[src/hdl/spdl_pkg.sv]
package spdl_pkg;
   localparam int SPDL_DAC_W = 12;
   localparam int SPDL_NUM_DAC = 4;
   localparam int SPDL_CMD_W = 8;
   localparam int SPDL_WORD_W = 32;
   localparam logic [11:0] SPDL_DAC_HIGH = 12'hfff;
   localparam logic [11:0] SPDL_DAC_LOW = 12'h000;
   localparam logic [1:0] SPDL_CKMODE_RISE = 2'h3;
   localparam int SPDL_FIFO_DEPTH = 4;
   // word field layout: command byte in [31:24], payload follows msb first
   localparam int SPDL_CMD_LSB = 24;

   typedef struct packed {
      logic [5:0] nbits;
      logic [SPDL_WORD_W-1:0] bits;
   } spdl_word_t;

   typedef struct packed {
      logic cs_n;
      logic sclk;
      logic din;
   } spdl_pins_t;
endpackage

[src/hdl/spdl_port.sv]
`timescale 1ns/1ps
module spdl_fifo #(
   parameter int WIDTH = 38,
   parameter int DEPTH = 4
) (
   input wire logic clk,
   input wire logic rstn,
   input wire logic in_valid,
   output logic in_ready,
   input wire logic [WIDTH-1:0] in_data,
   output logic out_valid,
   input wire logic out_ready,
   output logic [WIDTH-1:0] out_data
);
   localparam int AW = $clog2(DEPTH);
   logic [WIDTH-1:0] mem_r [DEPTH];
   logic [AW:0] wp_r, rp_r, wp_nxt, rp_nxt;
   logic push, pop;
   always_comb begin
      in_ready = (wp_r - rp_r) != (AW+1)'(DEPTH);
      out_valid = wp_r != rp_r;
      out_data = mem_r[rp_r[AW-1:0]];
      push = in_valid && in_ready;
      pop = out_valid && out_ready;
      wp_nxt = push ? wp_r + 1'b1 : wp_r;
      rp_nxt = pop ? rp_r + 1'b1 : rp_r;
   end
   always_ff @(posedge clk or negedge rstn) begin
      if (!rstn) begin
         wp_r <= '0;
         rp_r <= '0;
      end else begin
         wp_r <= wp_nxt;
         rp_r <= rp_nxt;
      end
   end
   always_ff @(posedge clk) begin
      if (push) begin
         mem_r[wp_r[AW-1:0]] <= in_data;
      end
   end
endmodule

module spdl_port #(
   parameter int NUM_DAC = spdl_pkg::SPDL_NUM_DAC,
   parameter int FIFO_DEPTH = spdl_pkg::SPDL_FIFO_DEPTH
) (
   input wire logic clk,
   input wire logic rstn,
   input wire spdl_pkg::spdl_pins_t pins_in,
   output logic dout_o,
   output logic dout_oe,
   input wire logic [1:0] clock_mode,
   input wire logic [spdl_pkg::SPDL_DAC_W-1:0] result_data,
   input wire logic result_valid,
   output logic result_taken,
   output logic eoc_n,
   input wire logic dac_load_n,
   input wire logic dac_powerup_select,
   input wire logic [1:0] dac_wr_sel,
   input wire logic [spdl_pkg::SPDL_DAC_W-1:0] dac_wr_data,
   input wire logic dac_wr_en,
   output logic [NUM_DAC*spdl_pkg::SPDL_DAC_W-1:0] dac_out,
   output logic word_valid,
   input wire logic word_ready,
   output spdl_pkg::spdl_word_t word_data
);
   import spdl_pkg::*;
   localparam int WW = $bits(spdl_word_t);
   typedef enum logic [1:0] {
      SPDL_IDLE = 2'b00,
      SPDL_SHIFT = 2'b01,
      SPDL_DONE = 2'b10
   } spdl_state_t;
   // two-flop synchronisers; only the second stage is read
   logic [2:0] s1_r, s2_r;
   logic cs_n_s, sclk_s, din_s, sclk_d;
   always_ff @(posedge clk or negedge rstn) begin
      if (!rstn) begin
         s1_r <= 3'h5;
         s2_r <= 3'h5;
         sclk_d <= 1'b0;
      end else begin
         s1_r <= pins_in;
         s2_r <= s1_r;
         sclk_d <= s2_r[1];
      end
   end
   assign {cs_n_s, sclk_s, din_s} = s2_r;
   logic fall, rise, shift_edge;
   assign fall = !cs_n_s && sclk_d && !sclk_s;
   assign rise = !cs_n_s && !sclk_d && sclk_s;
   assign shift_edge = (clock_mode == SPDL_CKMODE_RISE) ? rise : fall;
   spdl_state_t st_r, st_nxt;
   logic [SPDL_WORD_W-1:0] sh_r, sh_nxt;
   logic [5:0] cnt_r, cnt_nxt;
   logic [SPDL_DAC_W-1:0] tx_r, tx_nxt;
   logic dout_r, dout_nxt, oe_r, oe_nxt, eoc_r, eoc_nxt, tk_r, tk_nxt;
   logic push, f_ready;
   spdl_word_t push_w;
   always_comb begin
      st_nxt = st_r;
      sh_nxt = sh_r;
      cnt_nxt = cnt_r;
      tx_nxt = tx_r;
      dout_nxt = dout_r;
      eoc_nxt = eoc_r;
      tk_nxt = 1'b0;
      push = 1'b0;
      push_w = '{nbits: cnt_r, bits: sh_r};
      oe_nxt = !cs_n_s;
      case (st_r)
         SPDL_IDLE: begin
            if (!cs_n_s) begin
               st_nxt = SPDL_SHIFT;
               cnt_nxt = '0;
               sh_nxt = '0;
            end
         end
         SPDL_SHIFT: begin
            if (cs_n_s) begin
               // whole bytes only go forward
               st_nxt = SPDL_IDLE;
               if (cnt_r >= 6'(SPDL_CMD_W) && cnt_r[2:0] == 3'h0) begin
                  st_nxt = SPDL_DONE;
               end
            end else if (fall && cnt_r != 6'(SPDL_WORD_W)) begin
               // msb first, left aligned on the command byte
               sh_nxt[SPDL_WORD_W-1-cnt_r[4:0]] = din_s;
               cnt_nxt = cnt_r + 6'h1;
            end
            if (shift_edge) begin
               dout_nxt = tx_r[SPDL_DAC_W-1];
               tx_nxt = {tx_r[SPDL_DAC_W-2:0], 1'b0};
               eoc_nxt = 1'b1;
            end
         end
         SPDL_DONE: begin
            push = 1'b1;
            // a full fifo stalls here, holding the next frame off
            if (f_ready) begin
               st_nxt = SPDL_IDLE;
            end
         end
         default: st_nxt = SPDL_IDLE;
      endcase
      // a load wins over a shift edge, so a taken result is never lost
      if (result_valid && eoc_r) begin
         tx_nxt = result_data;
         eoc_nxt = 1'b0;
         tk_nxt = 1'b1;
      end
   end
   always_ff @(posedge clk or negedge rstn) begin
      if (!rstn) begin
         st_r <= SPDL_IDLE;
         sh_r <= '0;
         cnt_r <= '0;
         tx_r <= '0;
         dout_r <= 1'b0;
         oe_r <= 1'b0;
         eoc_r <= 1'b1;
         tk_r <= 1'b0;
      end else begin
         st_r <= st_nxt;
         sh_r <= sh_nxt;
         cnt_r <= cnt_nxt;
         tx_r <= tx_nxt;
         dout_r <= dout_nxt;
         oe_r <= oe_nxt;
         eoc_r <= eoc_nxt;
         tk_r <= tk_nxt;
      end
   end
   assign dout_o = dout_r;
   assign dout_oe = oe_r;
   assign eoc_n = eoc_r;
   assign result_taken = tk_r;
   // output stage register keeps outputs straight from flops
   logic fv, f_pop, wv_r, wv_nxt;
   logic [WW-1:0] fd;
   spdl_word_t wd_r, wd_nxt;
   spdl_fifo #(.WIDTH(WW), .DEPTH(FIFO_DEPTH)) u_fifo (
      .clk(clk),
      .rstn(rstn),
      .in_valid(push),
      .in_ready(f_ready),
      .in_data(push_w),
      .out_valid(fv),
      .out_ready(f_pop),
      .out_data(fd)
   );
   always_comb begin
      f_pop = fv && (!wv_r || word_ready);
      wv_nxt = wv_r && !word_ready;
      wd_nxt = wd_r;
      if (f_pop) begin
         wv_nxt = 1'b1;
         wd_nxt = fd;
      end
   end
   always_ff @(posedge clk or negedge rstn) begin
      if (!rstn) begin
         wv_r <= 1'b0;
         wd_r <= '0;
      end else begin
         wv_r <= wv_nxt;
         wd_r <= wd_nxt;
      end
   end
   assign word_valid = wv_r;
   assign word_data = wd_r;
   // dac input and dac registers
   logic [SPDL_DAC_W-1:0] in_r [NUM_DAC];
   logic [SPDL_DAC_W-1:0] dac_r [NUM_DAC];
   logic ld1_r, ld2_r, init_r, sel1_r, sel2_r;
   always_ff @(posedge clk or negedge rstn) begin
      if (!rstn) begin
         ld1_r <= 1'b1;
         ld2_r <= 1'b1;
         init_r <= 1'b1;
      end else begin
         ld1_r <= dac_load_n;
         ld2_r <= ld1_r;
         init_r <= 1'b0;
      end
   end
   // strap sync is left unreset so it already holds the pin when reset lifts
   always_ff @(posedge clk) begin
      sel1_r <= dac_powerup_select;
      sel2_r <= sel1_r;
   end
   genvar g;
   generate
      for (g = 0; g < NUM_DAC; g++) begin : g_dac
         always_ff @(posedge clk or negedge rstn) begin
            if (!rstn) begin
               in_r[g] <= SPDL_DAC_LOW;
               dac_r[g] <= SPDL_DAC_LOW;
            end else if (init_r) begin
               // strap caught once after release
               in_r[g] <= sel2_r ? SPDL_DAC_HIGH : SPDL_DAC_LOW;
               dac_r[g] <= sel2_r ? SPDL_DAC_HIGH : SPDL_DAC_LOW;
            end else begin
               if (dac_wr_en && dac_wr_sel == 2'(g)) begin
                  in_r[g] <= dac_wr_data;
               end
               if (!ld2_r) begin
                  dac_r[g] <= in_r[g];
               end
            end
         end
         assign dac_out[g*SPDL_DAC_W +: SPDL_DAC_W] = dac_r[g];
      end
   endgenerate

   a_oe_follows_cs: assert property (@(posedge clk) disable iff (!rstn)
      cs_n_s |=> !dout_oe) else $error("dout driven while deselected");
   a_idle_no_count: assert property (@(posedge clk) disable iff (!rstn)
      cs_n_s && st_r == SPDL_SHIFT |=> st_r != SPDL_SHIFT)
      else $error("port not reset by chip select");
   a_count_on_fall: assert property (@(posedge clk) disable iff (!rstn)
      st_r == SPDL_SHIFT && !cs_n_s && !fall |=> $stable(cnt_r))
      else $error("bit taken without falling edge");
   a_shift_rise: assert property (@(posedge clk) disable iff (!rstn)
      st_r == SPDL_SHIFT && clock_mode == SPDL_CKMODE_RISE && fall && !rise
      |=> $stable(tx_r) || $fell(eoc_r))
      else $error("mode 11 shifted on fall");
   a_shift_fall: assert property (@(posedge clk) disable iff (!rstn)
      st_r == SPDL_SHIFT && clock_mode != SPDL_CKMODE_RISE && rise
      |=> $stable(tx_r) || $fell(eoc_r))
      else $error("shifted on rise");
   a_eoc_falls: assert property (@(posedge clk) disable iff (!rstn)
      result_valid && eoc_r && st_r == SPDL_IDLE |=> !eoc_r && result_taken)
      else $error("eoc not asserted");
   a_dac_transp: assert property (@(posedge clk) disable iff (!rstn)
      !ld2_r && !init_r |=> dac_r[0] == $past(in_r[0]))
      else $error("dac not transparent");
   a_dac_init: assert property (@(posedge clk) disable iff (!rstn)
      init_r |=> in_r[0] == ($past(sel2_r) ? SPDL_DAC_HIGH : SPDL_DAC_LOW))
      else $error("bad power-up code");
   a_strap_once: assert property (@(posedge clk) disable iff (!rstn)
      !init_r && !dac_wr_en |=> $stable(in_r[0]))
      else $error("strap changed dac");
endmodule

[config.mk]
export PLATFORM = sky130hd
export DESIGN_NAME = spdl_port
export DESIGN_NICKNAME = d
export VERILOG_FILES = /design/src/hdl/spdl_pkg.sv /design/src/hdl/spdl_port.sv
export SDC_FILE = /design/constraint.sdc
export NUM_CORES = 1
export LEC_CHECK = 0
export ABC_AREA = 1
export BUFFER_PORTS_ARGS = -buffer_cell sky130_fd_sc_hd__buf_4
export CORE_ASPECT_RATIO = 0.5
export CORE_MARGIN = 1.5
export CORE_UTILIZATION = 35
export DETAILED_ROUTE_END_ITERATION = 10
export SLEW_MARGIN = 30
export SYNTH_ARGS = -nofsm -noshare
export SYNTH_HDL_FRONTEND = slang
export SYNTH_SLANG_ARGS = --single-unit
export TNS_END_PERCENT = 5
[constraint.sdc]
create_clock -name clk -period 8.2 [get_ports clk]
set_clock_uncertainty 0.2 [all_clocks]
set_input_delay 0 -clock clk [delete_from_list [all_inputs] [get_ports clk]]
set_output_delay 0 -clock clk [all_outputs]
set_load 0.02 [all_outputs]
==> reports/metrics.sh <==
RUN_STATUS='complete, no violations'
MAPPEDNETLISTNETS=1534
MAX_FREQ_MHz=311.7
CTS_INSERTED_BUFFERS=35
FINALHOLDVIOLCOUNT=0
NUMPLACEDINSTANCES=2106
ROWS=53
FLOORPLAN.DIE_AREA_UM2=44570
HPWLAFTERDP_UM=22090
RSZ0062_AT_GRT='false'
SETUP_TOTAL_NEGATIVE_SLACK_PS=0
SYNTH_WARNINGS=0
CORE_REGION_AREA_UM2=42310
GLOBAL_ROUTE.USAGE.TOTAL=0.1626
GRT_PASS1_VIAS=10310
CTS_ROOT_BUFFER='sky130_fd_sc_hd__clkbuf_16'
POST_SYNTH_ARST_SHARE=0.5734
TRITONCTS_NUM_SINKS=361
POWER_DENSITY_nW_PER_UM2=283.1
WORST_PATH_CELL_TRACE='buf_4 > ha_1 > inv_1 > nand2_1 > nand2_1 > inv_1 > nand2_1 > nand3_1 > nand2_1 > nor2_4 > buf_4'
CTS.REPAIR.RESIZED=0
TIMING.CRITICAL_PATH.FROM='u_fifo.rp_r[0]'
GR-USAGE-MET3=0.02787
REQUIRED_PS=8160
ENDPOINT_KIND='register'
BUSIEST_LAYER='met2'
RELSLEWSLACK=0.3499
TRITONCTS_CLOCK_TREE='done'
FINAL_MAX_SLEW_VIOL_COUNT=0
BUFFER_PORTS.INSERTED=128
SYNTH_SEQUENTIAL_AREA_RATIO=0.6472
YOSYS_MOST_USED_DFF='sky130_fd_sc_hd__dfrtp_1'
MAPPED_CELLS=1485
TIMING.SETUP.CRITICAL_PATH_CLASS='reg -> reg'
CRITPATHLAUNCHTYPE='register'
ROUTE.DETAILED.WL_PER_INST_UM=16.48
FINAL_CELL_AREA_UM2=18060
FINAL.PERIOD_UTILIZATION=0.3913
START_UTIL=0.3577
YOSYS_REG_BITS=361
PATH_MAX_FANOUT=79
FINAL_CORE_UTIL=0.4268
GRTUSAGEMET2=0.2603
DIE_X_UM=297.1
PLACE_CONGESTION=0.8386
GRT_PASS1_WL_UM=57480
CTS_MAX_LEVEL=2
MAXIMUM_NUMBER_OF_PINS_ON_ONE_NET_BEFORE_GLOBAL_ROUTE_REPAIR=85
CP_DATA_ARRIVAL_TIME_PS=3170
VIAS_PER_CELL=4.891
FINAL_PERIOD_MINUS_WORST_SETUP_SLACK_PS=3209
SETUP_VIOL=0
REMAINING_DRC_ERRORS=0
CLOCKBUFFERDEPTH=3
POST_SYNTH_NUM_CELL_TYPES=34
CTS_HOLD_BUFS=38
DIE_Y_UM=150.0
LARGEST_STAGE_DELAY_ON_THE_CRITICAL_PATH_PS=580
VIAS=10800
CRITPATHSLOWESTCELL='sky130_fd_sc_hd__buf_4'
SYNTH_COMMON_CELLS='sky130_fd_sc_hd__nand2_1 (365), sky130_fd_sc_hd__dfrtp_1 (199), sky130_fd_sc_hd__edfxtp_1 (152), sky130_fd_sc_hd__o21ai_0 (151), sky130_fd_sc_hd__nor2_1 (117)'
AREA_GROWTH_SYN_TO_LAYOUT_PCT=19.30
WORSTHOLDPATHCELLS=4
CLOCK_INSERTION_DELAY_WORST_SKEW_PS=530
NETLIST.TOP_CELL.BY_AREA='sky130_fd_sc_hd__dfrtp_1'
MIN_PATH_TYPE='in -> reg'
SHARE_OF_LAYOUT_CELLS_ABOVE_DRIVE_STRENGTH_1=0.1497
SYNTH_AREA_PER_CELL_UM2=10.19
FIRST_ITER_VIOLATIONS=900
CTS.REPAIR_TIMING.SETUP_BUFFER_COUNT=0
DPL_CELL_AREA_UM2=16520
DESIGN.PORTCOUNT=129
WORSTHOLDSTART='result_valid'
WORST_R2R_PATH_DEPTH=11
SYNTHMOSTINSTANTIATEDCELL='sky130_fd_sc_hd__nand2_1'
DRT.ANTENNA.VIOLATING_NETS=0
WORSTMARGINPINSLEW_PS=975.1
ANTENNA_CELLS=0
SYN-CELL-AREA_UM2=15130
CELLLEAKAGEPOWER_nW=7.716
CLKSLEWWORSTSETUPHOLDPATHS_PS=60
DRT-TOTAL-WL_UM=36360
DETAIL_ROUTE.FIRST_PASS.ITERATIONS=5
CRITICAL-PATH-TOP-CELL-BY-COUNT='sky130_fd_sc_hd__nand2_1'
GRT_OVERFLOW=0
NNETSFINAL=1653
YOSYS-TOP-CELLS-AREA='sky130_fd_sc_hd__dfrtp_1 (33%), sky130_fd_sc_hd__edfxtp_1 (30%), sky130_fd_sc_hd__nand2_1 (9.1%)'
CAP_VIOL_MAX_COUNT=0
NETLIST.AREA_LEADER.SHARE=0.3290
SYNTH_ENABLE_FLOP_CELLS=152
WORSTREG2REGSTART='u_fifo.rp_r[0]'
MET1_LAYER_USAGE_REPORTED_BY_GLOBAL_ROUTE=0.2267
IRDROPWORSTVDD_V=0.0001436
ANTENNA_VIOLATIONS_BEFORE_REPAIR=0
LAYOUTNONFILLERINSTCOUNT=2207
-- final timing paths --
check | to | slack (ps)
setup / recovery | u_fifo.mem_r[1][10] | 4990
hold / removal | tx_r[8] | 50
setup reg to reg | u_fifo.mem_r[1][10] | 4990
hold reg to reg | sel2_r | 130
max in group asynchronous | u_fifo.rp_r[0] | 5940
min in group asynchronous | dac_out[3] | 270
-- cells by family (layout without fill, tap and decap cells) --
family          after synthesis  after routing  synth area share
buf+inv                     189            334           0.05291
xor+xnor                      7              7          0.004051
flops                       361            361            0.6472
other cells                   1              1         0.0002478
simple gates                662            662            0.1909
fa+ha+maj                    11             11          0.009094
compound gates              254            254           0.09565
-- placed cells by master, fill, tap and decap left out, types with 2 or more instances in the layout --
| cell | count |
|---|---|
| sky130_fd_sc_hd__inv_6 | 2 |
| sky130_fd_sc_hd__nand2_1 | 363 |
| sky130_fd_sc_hd__nand3_2 | 18 |
| sky130_fd_sc_hd__ha_1 | 11 |
| sky130_fd_sc_hd__clkinv_1 | 2 |
| sky130_fd_sc_hd__clkinvlp_4 | 2 |
| sky130_fd_sc_hd__dfstp_2 | 7 |
| sky130_fd_sc_hd__clkbuf_1 | 11 |
| sky130_fd_sc_hd__inv_2 | 5 |
| sky130_fd_sc_hd__nor3_1 | 4 |
| sky130_fd_sc_hd__inv_1 | 83 |
| sky130_fd_sc_hd__nand3_1 | 106 |
| sky130_fd_sc_hd__nor2_4 | 6 |
| sky130_fd_sc_hd__clkbuf_16 | 35 |
| sky130_fd_sc_hd__nor2_2 | 3 |
| sky130_fd_sc_hd__buf_4 | 143 |
| sky130_fd_sc_hd__o211ai_1 | 49 |
| sky130_fd_sc_hd__xor2_1 | 5 |
| sky130_fd_sc_hd__o21ai_0 | 151 |
| sky130_fd_sc_hd__xnor2_1 | 2 |
| sky130_fd_sc_hd__dfxtp_1 | 2 |
| sky130_fd_sc_hd__edfxtp_1 | 152 |
| sky130_fd_sc_hd__dlygate4sd3_1 | 37 |
| sky130_fd_sc_hd__nor2_1 | 112 |
| sky130_fd_sc_hd__o21ai_1 | 12 |
| sky130_fd_sc_hd__a21oi_1 | 2 |
| sky130_fd_sc_hd__clkbuf_8 | 8 |
| sky130_fd_sc_hd__nand4_1 | 44 |
| sky130_fd_sc_hd__o22ai_1 | 38 |
| sky130_fd_sc_hd__dfrtp_1 | 198 |
| sky130_fd_sc_hd__nand2_2 | 4 |
-- metrics by stage --
| step | hold slack, ps | power, mW | setup slack [ps] |
|---|---|---|---|
| floorplan | -495.6 | 3.071 | 4486 |
| global placement | -92.14 | 3.537 | 5025 |
| detailed placement | -90.90 | 3.558 | 5005 |
| CTS | 29.70 | 5.180 | 4991 |
| global route | 96.50 | 5.418 | 4768 |
| finish | 54.59 | 5.111 | 4991 |
-- routing by layer --
metal  up-vias  share of wire
met5         -              0
met3        57          0.038
met1      5233           0.47
li1       5294              -
met2       211           0.46
met4         0          0.024
-- area by class of cell --
cell class                      instances  area (µm²)
Sequential cell                       361        9799
Timing Repair Buffer                  182        1486
Clock buffer                           54        1027
Multi-Input combinational cell        935        4587
Inverter                               89       334.1
Clock inverter                          9       100.1
Fill cell                            4100       24250
Tap cell                              577       721.9
-- flip-flops by register name, summed over array words and instances (netlist names), 2 cells and up --
name,count
sh_r,32
in_r,48
s2_r,3
dac_out,48
u_fifo.mem_r,152
s1_r,3
u_fifo.wp_r,3
u_fifo.rp_r,3
cnt_r,6
word_data,38
st_r,2
tx_r,12
-- worst max-delay path, delay by kind of cell (launching register included) --
kind	cells	cell delay, ps
buffers and inverters	4	1160
adder cells (fa/ha/maj)	1	270
AND/OR/NAND/NOR	6	770
flip-flops	1	340
-- power breakdown --
part | switching, mW | internal [mW] | total (mW)
logic | 0.863 | 0.449 | 1.31
registers | 0.127 | 2.08 | 2.21
clock network | 0.688 | 0.905 | 1.59
total | 1.68 | 3.43 | 5.11
Power figures use the tool's default switching activity.
